===== src/hw/tsf_pkg.sv =====
// package: register map, field layout and carrier types of the timer event flag block
package tsf_pkg;

  // register byte offsets
  localparam logic [7:0] OFS_CONFIG = 8'h00;
  localparam logic [7:0] OFS_ENABLE = 8'h0c;
  localparam logic [7:0] OFS_FLAGS = 8'h10;
  localparam logic [7:0] OFS_FORCE = 8'h14;

  // reset values
  localparam logic [31:0] RST_CONFIG = 32'h0000_0000;
  localparam logic [14:0] RST_ENABLE = 15'h0000;
  localparam logic [17:0] RST_FLAGS = 18'h0_0000;

  // flag register layout
  localparam int BIT_UPDATE = 0;
  localparam int BIT_CH1 = 1;
  localparam int BIT_COM = 5;
  localparam int BIT_TRIG = 6;
  localparam int BIT_BRAKE = 7;
  localparam int BIT_OVR1 = 9;
  localparam int BIT_CH5 = 16;
  localparam int BIT_CH6 = 17;
  localparam logic [17:0] FLAGS_USED = 18'h3_1eff;

  // force register layout (channel force bits start at bit 1)
  localparam int BIT_UPDATE_FORCE = 0;
  localparam int BIT_CH1_FORCE = 1;
  localparam int BIT_COM_FORCE = 5;
  localparam int BIT_TRIG_FORCE = 6;
  localparam int BIT_BRAKE_FORCE = 7;

  // enable register layout: interrupts 7:0, dma 14:8
  localparam int BIT_DMA_BASE = 8;

  // config register layout
  localparam int CFG_UPDATE_DISABLE = 0;
  localparam int CFG_UPDATE_REQ_SRC = 1;
  localparam int CFG_CHAN_PRELOAD = 2;
  localparam int CFG_SLAVE_GATED = 3;
  localparam int CFG_COUNT_DOWN = 4;
  localparam int CFG_CENTER_LO = 5;
  localparam int CFG_INPUT_MODE_LO = 8;
  localparam logic [31:0] CFG_USED = 32'h0000_3f7f;

  localparam logic [1:0] RESP_OKAY = 2'b00;
  localparam logic [1:0] RESP_SLVERR = 2'b10;

  // events from the timer core, same clock
  typedef struct packed {
    logic [5:0] capture;
    logic [5:0] compare_match;
    logic count_up;
    logic [5:0] compare_above_reload;
    logic counter_wrap;
    logic rep_update;
    logic slave_reinit;
    logic trig_active_edge;
    logic trig_any_edge;
    logic commutation_done;
    logic [5:0] capture_read;
  } tsf_core_ev_t;

  // commands back to the timer core, one-cycle pulses except main_output_clear, which stays high while the brake is active
  typedef struct packed {
    logic counter_reinit;
    logic reinit_to_reload;
    logic [3:0] soft_capture;
    logic commutation_load;
    logic trigger_event;
    logic main_output_clear;
    logic [6:0] dma_req;
  } tsf_core_cmd_t;

endpackage : tsf_pkg


===== src/hw/tsf_event_flags.sv =====
// module: status flags, software event generation and register slave of the timer
`timescale 1ns/100ps
`default_nettype none

module tsf_event_flags
(
  input wire logic aclk,
  input wire logic aresetn,
  input wire logic brake_pin,
  input wire tsf_pkg::tsf_core_ev_t core_ev,
  output tsf_pkg::tsf_core_cmd_t core_cmd,
  output logic timer_irq,
  input wire logic [7:0] s_axi_awaddr,
  input wire logic s_axi_awvalid,
  output logic s_axi_awready,
  input wire logic [31:0] s_axi_wdata,
  input wire logic [3:0] s_axi_wstrb,
  input wire logic s_axi_wvalid,
  output logic s_axi_wready,
  output logic [1:0] s_axi_bresp,
  output logic s_axi_bvalid,
  input wire logic s_axi_bready,
  input wire logic [7:0] s_axi_araddr,
  input wire logic s_axi_arvalid,
  output logic s_axi_arready,
  output logic [31:0] s_axi_rdata,
  output logic [1:0] s_axi_rresp,
  output logic s_axi_rvalid,
  input wire logic s_axi_rready
);
  import tsf_pkg::*;

  typedef enum {SEL_CONFIG, SEL_ENABLE, SEL_FLAGS, SEL_FORCE, SEL_NONE} tsf_sel_t;

  function automatic tsf_sel_t decode(input logic [7:0] addr);
    case (addr)
      OFS_CONFIG: decode = SEL_CONFIG;
      OFS_ENABLE: decode = SEL_ENABLE;
      OFS_FLAGS: decode = SEL_FLAGS;
      OFS_FORCE: decode = SEL_FORCE;
      default: decode = SEL_NONE;
    endcase
  endfunction : decode

  function automatic logic [31:0] lane_mask(input logic [3:0] strb);
    lane_mask = {{8{strb[3]}}, {8{strb[2]}}, {8{strb[1]}}, {8{strb[0]}}};
  endfunction : lane_mask

  //////////////////////////////////////////////////////////////////////////////
  // register state

  logic [31:0] config_reg;
  logic [14:0] enable_reg;
  logic [17:0] flags;
  logic [7:0] force_pulse;
  logic brake_meta;
  logic brake_sync;

  logic aw_got;
  logic w_got;
  logic [7:0] aw_addr;
  logic [31:0] w_data;
  logic [3:0] w_strb;
  logic do_write;
  tsf_sel_t wr_sel;
  logic [31:0] wr_mask;

  logic update_disable;
  logic update_req_src;
  logic chan_preload;
  logic slave_gated;
  logic count_down;
  logic [1:0] center_align_select;
  logic [5:0] chan_input_mode;

  assign update_disable = config_reg[CFG_UPDATE_DISABLE];
  assign update_req_src = config_reg[CFG_UPDATE_REQ_SRC];
  assign chan_preload = config_reg[CFG_CHAN_PRELOAD];
  assign slave_gated = config_reg[CFG_SLAVE_GATED];
  assign count_down = config_reg[CFG_COUNT_DOWN];
  assign center_align_select = config_reg[CFG_CENTER_LO +: 2];
  assign chan_input_mode = config_reg[CFG_INPUT_MODE_LO +: 6];

  //////////////////////////////////////////////////////////////////////////////
  // axi4-lite write channel: address and data taken in either order

  assign do_write = aw_got && w_got && !s_axi_bvalid;
  assign wr_sel = decode(aw_addr);
  assign wr_mask = lane_mask(w_strb);

  always_ff @(posedge aclk)
  begin
    if (!aresetn)
    begin
      aw_got <= 1'b0;
      aw_addr <= 8'h00;
      s_axi_awready <= 1'b0;
    end
    else if (s_axi_awvalid && s_axi_awready)
    begin
      aw_got <= 1'b1;
      aw_addr <= s_axi_awaddr;
      s_axi_awready <= 1'b0;
    end
    else if (do_write)
    begin
      aw_got <= 1'b0;
    end
    else if (!aw_got && !s_axi_bvalid)
    begin
      s_axi_awready <= 1'b1;
    end
  end

  always_ff @(posedge aclk)
  begin
    if (!aresetn)
    begin
      w_got <= 1'b0;
      w_data <= 32'h0000_0000;
      w_strb <= 4'h0;
      s_axi_wready <= 1'b0;
    end
    else if (s_axi_wvalid && s_axi_wready)
    begin
      w_got <= 1'b1;
      w_data <= s_axi_wdata;
      w_strb <= s_axi_wstrb;
      s_axi_wready <= 1'b0;
    end
    else if (do_write)
    begin
      w_got <= 1'b0;
    end
    else if (!w_got && !s_axi_bvalid)
    begin
      s_axi_wready <= 1'b1;
    end
  end

  always_ff @(posedge aclk)
  begin
    if (!aresetn)
    begin
      s_axi_bvalid <= 1'b0;
      s_axi_bresp <= RESP_OKAY;
    end
    else if (do_write)
    begin
      s_axi_bvalid <= 1'b1;
      s_axi_bresp <= (wr_sel == SEL_NONE) ? RESP_SLVERR : RESP_OKAY;
    end
    else if (s_axi_bready)
    begin
      s_axi_bvalid <= 1'b0;
    end
  end

  //////////////////////////////////////////////////////////////////////////////
  // axi4-lite read channel

  always_ff @(posedge aclk)
  begin
    if (!aresetn)
    begin
      s_axi_arready <= 1'b0;
      s_axi_rvalid <= 1'b0;
      s_axi_rdata <= 32'h0000_0000;
      s_axi_rresp <= RESP_OKAY;
    end
    else if (s_axi_arvalid && s_axi_arready)
    begin
      s_axi_arready <= 1'b0;
      s_axi_rvalid <= 1'b1;
      s_axi_rresp <= RESP_OKAY;
      case (decode(s_axi_araddr))
        SEL_CONFIG: s_axi_rdata <= config_reg;
        SEL_ENABLE: s_axi_rdata <= {17'h0_0000, enable_reg};
        SEL_FLAGS: s_axi_rdata <= {14'h0000, flags};
        SEL_FORCE: s_axi_rdata <= 32'h0000_0000; // write-only, reads reset value
        default:
        begin
          s_axi_rdata <= 32'h0000_0000;
          s_axi_rresp <= RESP_SLVERR;
        end
      endcase
    end
    else if (s_axi_rvalid)
    begin
      if (s_axi_rready)
      begin
        s_axi_rvalid <= 1'b0;
      end
    end
    else
    begin
      s_axi_arready <= 1'b1;
    end
  end

  //////////////////////////////////////////////////////////////////////////////
  // control registers

  always_ff @(posedge aclk)
  begin
    if (!aresetn)
    begin
      config_reg <= RST_CONFIG;
    end
    else if (do_write && wr_sel == SEL_CONFIG)
    begin
      config_reg <= (config_reg & ~wr_mask) | (w_data & wr_mask & CFG_USED);
    end
  end

  always_ff @(posedge aclk)
  begin
    if (!aresetn)
    begin
      enable_reg <= RST_ENABLE;
    end
    else if (do_write && wr_sel == SEL_ENABLE)
    begin
      enable_reg <= (enable_reg & ~wr_mask[14:0]) | (w_data[14:0] & wr_mask[14:0]);
    end
  end

  // force bits live one cycle only, so they clear themselves
  always_ff @(posedge aclk)
  begin
    if (!aresetn)
    begin
      force_pulse <= 8'h00;
    end
    else if (do_write && wr_sel == SEL_FORCE && w_strb[0])
    begin
      force_pulse <= w_data[7:0]; // zeros do nothing
    end
    else
    begin
      force_pulse <= 8'h00;
    end
  end

  // brake pin is asynchronous to aclk
  always_ff @(posedge aclk)
  begin
    if (!aresetn)
    begin
      brake_meta <= 1'b0;
      brake_sync <= 1'b0;
    end
    else
    begin
      brake_meta <= brake_pin;
      brake_sync <= brake_meta;
    end
  end

  //////////////////////////////////////////////////////////////////////////////
  // flag set and clear terms

  logic [17:0] set_flags;
  logic [17:0] clr_flags;
  logic [5:0] chan_set;
  logic [5:0] compare_hit;
  logic [3:0] soft_chan;
  logic update_set;
  logic trig_set;
  logic com_set;
  logic brake_set;

  assign soft_chan = force_pulse[BIT_CH1_FORCE +: 4];

  always_comb
  begin
    compare_hit = 6'h00;
    for (int i = 0; i < 6; i++)
    begin
      // center-aligned: 01 counts matches only while counting down, 10 only while counting up, 11 in both
      case (center_align_select)
        2'b00: compare_hit[i] = core_ev.compare_match[i];
        2'b01: compare_hit[i] = core_ev.compare_match[i] && !core_ev.count_up;
        2'b10: compare_hit[i] = core_ev.compare_match[i] && core_ev.count_up;
        default: compare_hit[i] = core_ev.compare_match[i];
      endcase
      // compare beyond reload fires on wrap
      compare_hit[i] = compare_hit[i] || (core_ev.compare_above_reload[i] && core_ev.counter_wrap);
    end
  end

  always_comb
  begin
    chan_set = 6'h00;
    for (int i = 0; i < 6; i++)
    begin
      if (chan_input_mode[i])
      begin
        chan_set[i] = core_ev.capture[i];
      end
      else
      begin
        chan_set[i] = compare_hit[i];
      end
    end
    // software force on channels 1-4, output or input mode
    chan_set[3:0] = chan_set[3:0] | soft_chan;
  end

  // update: repetition reload, or reinit when request source allows
  assign update_set = !update_disable && (core_ev.rep_update ||
                      (!update_req_src && (force_pulse[BIT_UPDATE_FORCE] || core_ev.slave_reinit)));
  assign trig_set = (slave_gated ? core_ev.trig_any_edge : core_ev.trig_active_edge)
                    || force_pulse[BIT_TRIG_FORCE];
  assign com_set = core_ev.commutation_done || force_pulse[BIT_COM_FORCE];
  assign brake_set = brake_sync || force_pulse[BIT_BRAKE_FORCE];

  always_comb
  begin
    set_flags = 18'h0_0000;
    set_flags[BIT_UPDATE] = update_set;
    set_flags[BIT_CH1 +: 4] = chan_set[3:0];
    set_flags[BIT_COM] = com_set;
    set_flags[BIT_TRIG] = trig_set;
    set_flags[BIT_BRAKE] = brake_set;
    set_flags[BIT_CH5] = chan_set[4];
    set_flags[BIT_CH6] = chan_set[5];
    for (int i = 0; i < 4; i++)
    begin
      // a second capture on a pending flag is an overcapture
      set_flags[BIT_OVR1 + i] = chan_input_mode[i] && chan_set[i] && flags[BIT_CH1 + i];
    end
  end

  always_comb
  begin
    clr_flags = 18'h0_0000;
    if (do_write && wr_sel == SEL_FLAGS)
    begin
      clr_flags = ~w_data[17:0] & wr_mask[17:0] & FLAGS_USED;
    end
    // reading a capture register clears its flag
    for (int i = 0; i < 4; i++)
    begin
      clr_flags[BIT_CH1 + i] = clr_flags[BIT_CH1 + i] || (chan_input_mode[i] && core_ev.capture_read[i]);
    end
    clr_flags[BIT_CH5] = clr_flags[BIT_CH5] || (chan_input_mode[4] && core_ev.capture_read[4]);
    clr_flags[BIT_CH6] = clr_flags[BIT_CH6] || (chan_input_mode[5] && core_ev.capture_read[5]);
    // brake flag will not clear while the input stays active
    if (brake_sync)
    begin
      clr_flags[BIT_BRAKE] = 1'b0;
    end
  end

  // set wins over a clear in the same cycle
  always_ff @(posedge aclk)
  begin
    if (!aresetn)
    begin
      flags <= RST_FLAGS;
    end
    else
    begin
      flags <= (flags & ~clr_flags) | set_flags;
    end
  end

  //////////////////////////////////////////////////////////////////////////////
  // requests and commands to the timer core

  logic [7:0] irq_src;
  logic [6:0] dma_src;

  assign irq_src = flags[7:0];
  assign dma_src = {trig_set, com_set, chan_set[3:0], update_set};

  always_ff @(posedge aclk)
  begin
    if (!aresetn)
    begin
      timer_irq <= 1'b0;
    end
    else
    begin
      timer_irq <= |(irq_src & enable_reg[7:0]);
    end
  end

  always_ff @(posedge aclk)
  begin
    if (!aresetn)
    begin
      core_cmd <= '0;
    end
    else
    begin
      core_cmd.dma_req <= dma_src & enable_reg[BIT_DMA_BASE +: 7];
      // update force always reloads counter and prescaler
      core_cmd.counter_reinit <= force_pulse[BIT_UPDATE_FORCE];
      core_cmd.reinit_to_reload <= force_pulse[BIT_UPDATE_FORCE] && count_down
                                   && center_align_select == 2'b00;
      core_cmd.soft_capture <= soft_chan & chan_input_mode[3:0];
      core_cmd.commutation_load <= force_pulse[BIT_COM_FORCE] && chan_preload;
      core_cmd.trigger_event <= force_pulse[BIT_TRIG_FORCE];
      core_cmd.main_output_clear <= brake_set;
    end
  end

endmodule : tsf_event_flags

`default_nettype wire


===== config.mk =====
export PLATFORM = sky130hd
export DESIGN_NAME = tsf_event_flags
export DESIGN_NICKNAME = d
export VERILOG_FILES = /design/src/hw/tsf_pkg.sv /design/src/hw/tsf_event_flags.sv
export SDC_FILE = /design/constraint.sdc
export NUM_CORES = 1
export LEC_CHECK = 0
export BUFFER_PORTS_ARGS = -buffer_cell sky130_fd_sc_hd__buf_2
export CORE_MARGIN = 10
export CORE_UTILIZATION = 35
export CTS_BUF_LIST = sky130_fd_sc_hd__clkbuf_8
export CTS_CLUSTER_DIAMETER = 120
export CTS_CLUSTER_SIZE = 16
export DETAILED_ROUTE_END_ITERATION = 16
export SLEW_MARGIN = 25
export SYNTH_ARGS = -nofsm -noshare
export SYNTH_HDL_FRONTEND = slang
export SYNTH_SLANG_ARGS = --single-unit

===== constraint.sdc =====
create_clock -name aclk -period 1.95 [get_ports aclk]
set_clock_uncertainty 0.1 [all_clocks]
set_input_delay 0.2925 -clock aclk [delete_from_list [all_inputs] [get_ports aclk]]
set_output_delay 0.2925 -clock aclk [all_outputs]
set_load 0.05 [all_outputs]

==> results, run 1 <==
- The post-detailed-route DRC marker count is 0.
- The number of setup violations in the final report is 0.
- The area growth from synthesis to layout is 31.4%.
- The total count of max-transition violations in the final report is 0.
- In this run the number of H-tree levels came out at 4.
- The sequential area share after synthesis is 52.9%.
- The number of iterations in the first detailed-routing pass is 5.
- In the final layout, the share of cells above drive strength 1 is 24.5%.
- For this design the top-level I/O count stands at 149.
- The final critical-path share of the clock period is 98.2%.
- Counting the buffers created by CTS gives 17.
- In this run the biggest area consumer among cell types represents 52.9% of the synthesized area.
- After the last flow step, the layout net total stands at 942.
- After detailed routing, the average wire length per cell comes to 16.1 um.
- The count of endpoints failing hold in the final timing report came to 0.
- The first global-routing pass estimated 27,300 um of wire.
- The residual antenna-violating net count after detailed routing is 0.
- Of all flip-flops after synthesis, the portion carrying an async set or reset was 0%.
- Of all nets on the critical path, the largest fanout is 3.
- The die covers 22,700 um2.
- The setup path with the least slack is of type register to register.
- The die extent in x is 151 um.
- The number of rows created at floorplan is 47.
- The tightest hold path in the finished design has a slack of 18.1 ps.
- The clock passes through at most 2 buffers.
- The run finished with clean final reports.
- The transition time at the pin with the least slew margin is 950 ps.
- Setup repair after global routing could not meet its margin everywhere.
- The total power of the final layout is 6.64 mW.
- Each instance of the synthesized netlist takes up on average 8.89 um2.
- The mapped cell area is 5980 um2.
- Global routing used 15.3% of the available tracks.
- The most common flop cell mapped by yosys is dfxtp_1.
- The most frequently used cell type in the post-synthesis netlist is dfxtp_1.
- The remaining global-route overflow is 0.
- The maximum number of pins on one net before global-route repair is 60.
- The clock tree from TritonCTS is yes.
- The synthesized design contains 0 enable-type register cells.
- The static leakage is 3.33 nW.
- The total power per unit cell area is 845 nW/um2.
- The instance count of the mapped netlist is 673.
- The first routing iteration left 322 violations.
- The number of global-route vias before repair is 5,020.
- Data on the critical path is required at its endpoint by 2190 ps.
- The number of unique standard cell types used by synthesis is 54.
- The kind of end point of the critical path is a register.
- In this run the worst hold path is classified as input pin to register.
- The clock period minus final worst setup slack is 1920 ps.
- The largest voltage drop on the vdd net is 0.000414 V.
- The data arrival time of the worst path is 2150 ps.
- The clock edge transition at the registers on the reported setup and hold paths is 80 ps.
- The core region is 16,600 um2.
- In this run the cell area measured after placement is 7050 um2.
- In this run the tool buffered the top-level ports with 131 buffer cells.
- The buffer count from post-CTS setup fixing is 0.
- For the worst-skew pair, the clock arrives at the later sink with an insertion delay of 460 ps.
- Ranked by instance count, the synthesized netlist is headed by 158 x dfxtp_1, 100 x nand2_1, 64 x a21oi_1.
- The number of clock sinks is 158.
- Once the floorplan was initialized, standard cells occupied 35.9% of the core.
- dfxtp_1 takes more of the synthesized area than any other cell.
- Sorting the synthesized cells by area gives the leading types as dfxtp_1 53%, nand2_1 6.3%, a21oi_1 5.4%.
- Dividing the detail-routed via count by the number of cells gives 4.84.
- The height of the chip is 151 um.
- The startpoint type of the worst setup path is a register.
- During synthesis, Yosys emitted a total of 0 warnings.
- The congestion estimate from routability-driven global placement came to 0.811.
- The total number of vias is 5,247.
- Wires add up to 17,400 um.
- Headroom to the max-slew limit came out at 36.6%.
- The root cell of the clock tree is clkbuf_8.
- The post-detailed-placement half-perimeter wirelength is 12,900 um.
- The total of flip-flops plus latches after synthesis is 158.
- The number of antenna violations at the first check in global routing is 1.
- The number of max-capacitance violations reported is 0.
- The finished cells cover 7860 um2.
- The upper clock frequency limit is 522 MHz.
worst paths after layout:
check                to  depth (start not counted)  slack (ps)             from
max           flags[17]                          4          30       aw_addr[6]
min          aw_addr[1]                          3          20  s_axi_awaddr[1]
max reg2reg   flags[17]                          4          30       aw_addr[6]
min reg2reg  brake_sync                          1         340       brake_meta
report_power, final:
| group | switching [mW] | total, mW | internal (mW) |
|---|---|---|---|
| clock network | 1.24 | 2.76 | 1.52 |
| logic | 0.291 | 0.520 | 0.229 |
| registers | 0.0769 | 3.36 | 3.29 |
| total | 1.61 | 6.64 | 5.04 |
cell families (layout without fill, tap and decap cells):
family	count (synthesis)	in the layout	synth area share, %
mux	27	27	4.52
flops	158	158	52.9
other cells	1	3	0.0627
compound gates	158	158	15.8
buf+inv	50	238	3.45
fa+ha+maj	2	2	0.418
xor+xnor	2	2	0.293
simple gates	275	275	22.6
placed cells by master, fill, tap and decap left out, types with 9 or more instances in the layout:
cell,count
dfxtp_1,158
buf_2,131
nand2_1,100
a21oi_1,64
nor2_1,56
o21ai_0,41
dlygate4sd3_1,31
and2_1,30
buf_4,29
mux2i_1,27
nand3_1,26
a22oi_1,22
clkbuf_8,17
nor3_1,15
inv_1,12
and3_1,9
per-stage QoR:
step           TNS [ps]  util (%)  cells  setup WS [ps]
2_1_floorplan     -6.71         -    674          -3.36
3_3_place_gp      -14.7      42.4   1019          -6.43
3_5_place_dp      -68.1      42.4   1019          -20.9
4_1_cts           -92.6      47.0   1082          -16.8
5_1_grt           -40.1      47.2   1082          -30.0
6_report              0      47.2   1083           34.7
what timing repair did:
item,CTS,global route
gates resized for setup,3,5
hold buffers,31,0
endpoints found under the setup margin,6,19
hold endpoints to repair,31,0
layout make-up:
type / count / area, um2
diodes: 1 / 2.50
repair buffers: 194 / 1240
fillers: 1642 / 8780
flip-flops and latches: 158 / 3160
inverters: 12 / 45.0
multi-input cells: 466 / 2680
clock buffers: 17 / 234
clock inverters: 15 / 219
well taps: 220 / 275
layer usage:
metal	global-route usage, %	wire [um]	vias up
met5	0	0	-
met4	5.34	293	0
met3	4.47	1140	20
met2	22.3	7500	156
met1	20.9	8500	2362
li1	-	-	2709
worst max-delay path, stage by stage (launching register included):
cell and delay, ps:
dfxtp_1 320, or4_4 550, or4_4 450, nor4b_2 270, o22ai_1 100
Note: power is estimated with default switching activity, not from simulation.
==> run 2, diff against run 1 <==
--- a/constraint.sdc
+++ b/constraint.sdc
@@ -3,3 +3,3 @@
 set_input_delay 0.2925 -clock aclk [delete_from_list [all_inputs] [get_ports aclk]]
 set_output_delay 0.2925 -clock aclk [all_outputs]
-set_load 0.05 [all_outputs]
+set_load 0.1 [all_outputs]
==> results, run 2 (same netlist as run 1, synthesis figures left out) <==
- The most common cell after layout, fill and taps aside is dfxtp_1.
- The clock period minus final worst setup slack is 1930 ps (+10.4 ps).
- The I/O pin count is 149 (unchanged).
- The flop-to-flop setup slack is 20 ps (about the same).
- The worst reg2reg path depth is 4 (unchanged).
- TritonCTS built the clock tree.
- In the layout the commonest cells are 156 x dfxtp_1, 131 x buf_2, 100 x nand2_1.
- The remaining global-route overflow is 0 (unchanged).
- The total number of vias was 5,168 (-1.5%).
- The final total negative setup slack was 0 ps (unchanged).
- The effective utilization at floorplan is 35.9% (unchanged).
- The number of iterations in the first detailed-routing pass is 5 (unchanged).
- The start of the worst register-to-register path is aw_addr[6].
- The wire length of the first global-routing pass is 27,100 um (-0.71%).
- Setup repair after global routing could not meet its margin everywhere.
- The number of antenna violations at the first check in global routing came to 0 (-1).
- The number of stages on the worst hold path is 3 (unchanged).
- The startpoint identified for the worst hold timing path is s_axi_awaddr[2].
- The height of the chip is 151 um (unchanged).
- The tree is rooted in a clkbuf_8.
- The capture instance of the worst register-to-register path is flags[16].
- The count of endpoints failing hold in the final timing report came to 0 (unchanged).
- The post-detailed-routing wire length was 17,100 um (-1.8%).
- The type of the tightest min-delay check is input pin to register.
- The total power per unit cell area is 810 nW/um2 (-4.1%).
- The count of input and output buffers came to 131 (unchanged).
- The transition time at the pin with the least slew margin is 956 ps (+5.67 ps).
- The clock edge transition at the registers on the reported setup and hold paths is 70 ps (about the same).
- In this run the worst setup path begins at aw_addr[6].
- The switching power share of the total is 24.6% (+0.36 points).
- The flow ran to the end, and the final reports show no timing, DRC or antenna violations.
- The upper clock frequency limit came to 519 MHz (-0.54%).
- The routability congestion estimate is 0.783 (-3.4%).
- The post-detailed-route DRC marker count is 0 (unchanged).
- The startpoint type of the worst setup path is a register.
- The die footprint is 22,700 um2 (unchanged).
- The overall routing resource usage is 15.1% (-0.15 points).
- The routed via count divided by cell count was 4.79 (-1.0%).
- The combinational group share of total power was 8.9% (+1.1 points).
- The number of max-capacitance violations reported was 0 (unchanged).
- The buffer count from post-CTS setup fixing is 0 (unchanged).
- The worst slew slack as a fraction of its limit came to 36.3% (-0.38 points).
- The total power of the final layout is 6.30 mW (-5.1%).
- The post-detailed-placement half-perimeter wirelength came to 12,900 um (about the same).
- The area growth from synthesis to layout is 30.1%.
- The insertion delay to the later sink of the worst-skew pair came to 450 ps (about the same).
- The final worst-path setup slack is 24.4 ps (-10.4 ps).
- The critical path data required time came to 2170 ps (-20 ps).
- The residual antenna-violating net count after detailed routing is 0 (unchanged).
- The number of clock sinks came to 158 (unchanged).
- The DRC marker count from the first detailed-route iteration is 357 (+11%).
- The largest voltage drop on the vdd net came to 0.000453 V (+9.4%).
- The maximum number of pins on one net before global-route repair came to 60 (unchanged).
- The maximum fanout encountered on the critical timing path came to 3 (unchanged).
- The post-layout net count was 940 (-0.21%).
- The number of buffers created by CTS came to 17 (unchanged).
- The number of H-tree levels came to 4 (unchanged).
- The number of rows created at floorplan is 47 (unchanged).
- The kind of end point of the critical path is a register.
- The die extent in x is 151 um (unchanged).
- The share of total power in the clock network is 37.7% (-3.8 points).
- The static leakage is 3.30 nW (-0.77%).
- The portion of total power attributed to sequential cells was 53.4% (+2.8 points).
- The wire length per cell after detailed routing came to 15.9 um (-1.3%).
- The total count of max-transition violations in the final report is 0 (unchanged).
- The classification of the worst setup path is register to register.
- The internal power consumption came to 4.75 mW (-5.6%).
- The ratio of cells with drive above 1 in the final layout came to 24.1% (-0.35 points).
- The pre-CTS worst setup slack is -34.9 ps (-14.0 ps).
- The number of setup violations in the final report is 0 (unchanged).
- The destination of the worst hold path is aw_addr[2].
- The maximum clock path buffer count is 2 (unchanged).
- The switching power came to 1.55 mW (-3.7%).
- The number of global-route vias before repair is 5,034 (+0.28%).
- The area of the core is 16,600 um2 (unchanged).
- The data arrival time of the worst path is 2150 ps (about the same).
- The antenna diode count is 0 (-1).
- The final critical-path share of the clock period is 98.7% (+0.53 points).
==> run 2: cell type report <==
cell class	instances	area [um2]
clock buffer	21	289
multi-input combinational	466	2680
sequential	158	3170
timing repair buffer	192	1230
tap	220	275
inverter	12	45.0
fill	1620	8860
clock inverter	9	95.1
==> run 2: worst max path at each step <==
stage / end / depth (start not counted)
CTS: config_reg[21] / 4
finish: flags[16] / 4
global placement: flags[16] / 4
floorplan: flags[16] / 4
detailed placement: flags[16] / 4
global route: flags[17] / 4
==> run 2: layer usage <==
metal	GRT usage, %	vias to the layer above	wire length (um)
met5	0	-	0
met4	5.10	0	284
met3	4.80	19	1070
met2	21.7	147	7210
met1	20.8	2300	8560
li1	-	2702	-
==> run 2: what timing repair did <==
item	CTS	global route
endpoints found under the setup margin	13	18
gates resized for setup	4	4
endpoints found under the hold margin	30	1
hold buffers	30	1
==> run 2: per-stage QoR <==
stage	utilization (%)	instance area [um2]	hold slack, ps	instances
finish	46.7	7780	27.2	1078
global route	46.7	7780	22.6	1078
CTS	46.5	7740	2.62	1077
detailed placement	42.3	7040	327	1017
global placement	42.3	7040	315	1017
floorplan	-	6010	312	674
==> run 2: critical path, stage by stage, from the launching register on <==
cell and delay, ps:
dfxtp_1 320, or4_4 550, or4_4 470, nor4b_2 260, o22ai_1 100
==> run 2: power by group through the flow <==
stage	Combinational [mW]	Clock, mW	Sequential [mW]
final	0.561	2.38	3.36
after detailed placement	0.507	0	3.44
after global routing	0.617	2.57	3.37
after floorplan	0.258	0	3.48
after global placement	0.506	0	3.44
after CTS	0.558	2.43	3.36
==> run 3, diff against run 2 <==
Settings changed: BUFFER_PORTS_ARGS -buffer_cell sky130_fd_sc_hd__buf_2 to unset, DONT_BUFFER_PORTS set to 1.
==> results, run 3 (same netlist as run 1, synthesis figures left out) <==
- The run finished with clean final reports.
- The effective utilization at floorplan is 35.9% (unchanged).
- The die footprint came to 22,700 um2 (unchanged).
- The filler-free cell count of the finished design is 1,025 (-4.9%).
- The final critical-path share of the clock period was 98.7% (about the same).
- The clock edge transition at the registers on the reported setup and hold paths was 80 ps (about the same).
- The maximum clock path buffer count is 2 (unchanged).
- The area of the core came to 16,600 um2 (unchanged).
- The die extent in x came to 151 um (unchanged).
- The largest voltage drop on the vdd net is 0.000426 V (-5.8%).
- The wire length of the first global-routing pass is 28,300 um (+4.5%).
- The residual antenna-violating net count after detailed routing was 0 (unchanged).
- The DRC marker count from the first detailed-route iteration is 370 (+3.6%).
- Setup repair after global routing could not meet its margin everywhere.
- The startpoint type of the worst setup path is a register.
- The total count of max-transition violations in the final report was 0 (unchanged).
- The maximum number of pins on one net before global-route repair was 59 (-1.7%).
- The count of input and output buffers is 0 (-100%).
- The routability congestion estimate was 0.852 (+8.8%).
- The routed via count divided by cell count is 5.12 (+6.7%).
- The worst slew slack as a fraction of its limit came to 53.6% (+17 points).
- Relative to the synthesized area, the layout overhead comes to 29.8%.
- The post-detailed-routing wire length is 18,200 um (+6.5%).
- The number of rows created at floorplan was 47 (unchanged).
- The root buffer cell chosen for the clock tree is clkbuf_8.
- The total number of vias is 5,243 (+1.5%).
- The classification of the worst setup path is register to register.
- The number of iterations in the first detailed-routing pass was 5 (unchanged).
- The maximum fanout encountered on the critical timing path is 3 (unchanged).
- The sequential cell area is 3170 um2 (about the same).
- The data arrival time of the worst path is 2170 ps (+20 ps).
- The I/O pin count is 149 (unchanged).
- The worst hold slack is 34.4 ps (+7.25 ps).
- The most common cell after layout, fill and taps aside is dfxtp_1.
- The overall routing resource usage was 15.9% (+0.81 points).
- The area of the multi-input gates is 2680 um2 (unchanged).
- The wire length per cell after detailed routing is 17.8 um (+12%).
- The min-delay analysis places its worst path in the category input pin to register.
- The number of setup violations in the final report was 0 (unchanged).
- In the layout the commonest cells are 155 x dfxtp_1, 100 x nand2_1, 79 x buf_4.
- The upper clock frequency limit is 520 MHz (about the same).
- The buffer count from post-CTS setup fixing was 0 (unchanged).
- The static leakage came to 3.07 nW (-7.1%).
- The remaining global-route overflow is 0 (unchanged).
- The transition time at the pin with the least slew margin is 694 ps (-261 ps).
- The antenna diode count is 0 (unchanged).
- The flop-to-flop setup slack is 30 ps (about the same).
- The number of H-tree levels came to 4 (unchanged).
- The count of endpoints failing hold in the final timing report was 0 (unchanged).
- The insertion delay to the later sink of the worst-skew pair is 460 ps (about the same).
- The number of max-capacitance violations reported came to 0 (unchanged).
- The clock tree from TritonCTS is yes.
- The worst setup path is captured at a register.
- The final total negative setup slack is 0 ps (unchanged).
- The clock period minus final worst setup slack is 1920 ps (-1.32 ps).
- The number of buffers created by CTS came to 17 (unchanged).
- The count of filler cells inserted in the layout is 1,596 (-1.5%).
- The number of clock sinks is 158 (unchanged).
- The post-layout net count is 885 (-5.9%).
- The number of cells after detailed placement is 935 (-8.1%).
- The number of global-route vias before repair is 5,078 (+0.87%).
- The ratio of cells with drive above 1 in the final layout is 16.0% (-8.1 points).
- The number of antenna violations at the first check in global routing is 0 (unchanged).
- The post-detailed-placement half-perimeter wirelength was 13,200 um (+2.6%).
- The critical path data required time came to 2200 ps (+30 ps).
- The total power per unit cell area is 826 nW/um2 (+2.0%).
- The post-detailed-route DRC marker count came to 0 (unchanged).
- The height of the chip came to 151 um (unchanged).
## run 3: cell types whose count changed in the layout (fill, tap and decap cells not counted), sizes merged
cell         previous run  this run
dlygate4sd3            31        57
clkinv                  4         5
clkinvlp                0         2
clkbuf                 21        19
bufinv                  2         3
buf                   161        80
## run 3: routing by layer
layer  global-route usage [%]  vias up  routed length [um]
li1                         -     2571                   -
met1                     20.9     2498                8440
met2                     24.1      147                8210
met3                     4.77       27                1220
met4                     5.92        0                 347
met5                        0        -                   0
## run 3: metrics by stage
step | utilization (%) | power (mW) | setup slack (ps) | instance area, um2
final | 46.6 | 6.41 | 25.7 | 7760
after global routing | 46.6 | 6.65 | -23.7 | 7760
after CTS | 46.3 | 6.44 | -26.1 | 7710
after detailed placement | 40.3 | 3.82 | -14.9 | 6710
after global placement | 40.3 | 3.81 | -5.37 | 6710
after floorplan | - | 3.74 | 21.6 | 6010
## run 3: power by group
group | leakage (nW) | switching [mW] | internal, mW
combinational | 1.57 | 0.308 | 0.204
clock | 0.215 | 1.22 | 1.32
sequential | 1.28 | 0.0775 | 3.29
total | 3.07 | 1.61 | 4.81
## run 3: repair_timing
item,4_1_cts,5_1_grt
hold buffers,58,0
hold endpoints to repair,82,0
setup endpoints to repair,9,18
gates resized for setup,0,9
## run 3: final timing paths
path | startpoint | depth (start not counted) | endpoint
max | aw_addr[6] | 4 | flags[16]
min | s_axi_wvalid | 3 | w_got
max reg2reg | aw_addr[6] | 4 | flags[16]
min reg2reg | s_axi_rdata[4] | 2 | s_axi_rdata[4]
## run 3: critical path, stage by stage, from the launching register on
cell and delay [ps]:
dfxtp_2 320, or4_4 550, or4_4 460, nor4b_2 280
o22ai_1 100
## run 3: cell type report
type / instances / area share, %
sequential: 158 / 40.8
clock buffer: 19 / 3.37
multi-input combinational: 466 / 34.5
tap: 220 / 3.55
clock inverter: 13 / 1.92
timing repair buffer: 137 / 15.2
inverter: 12 / 0.580
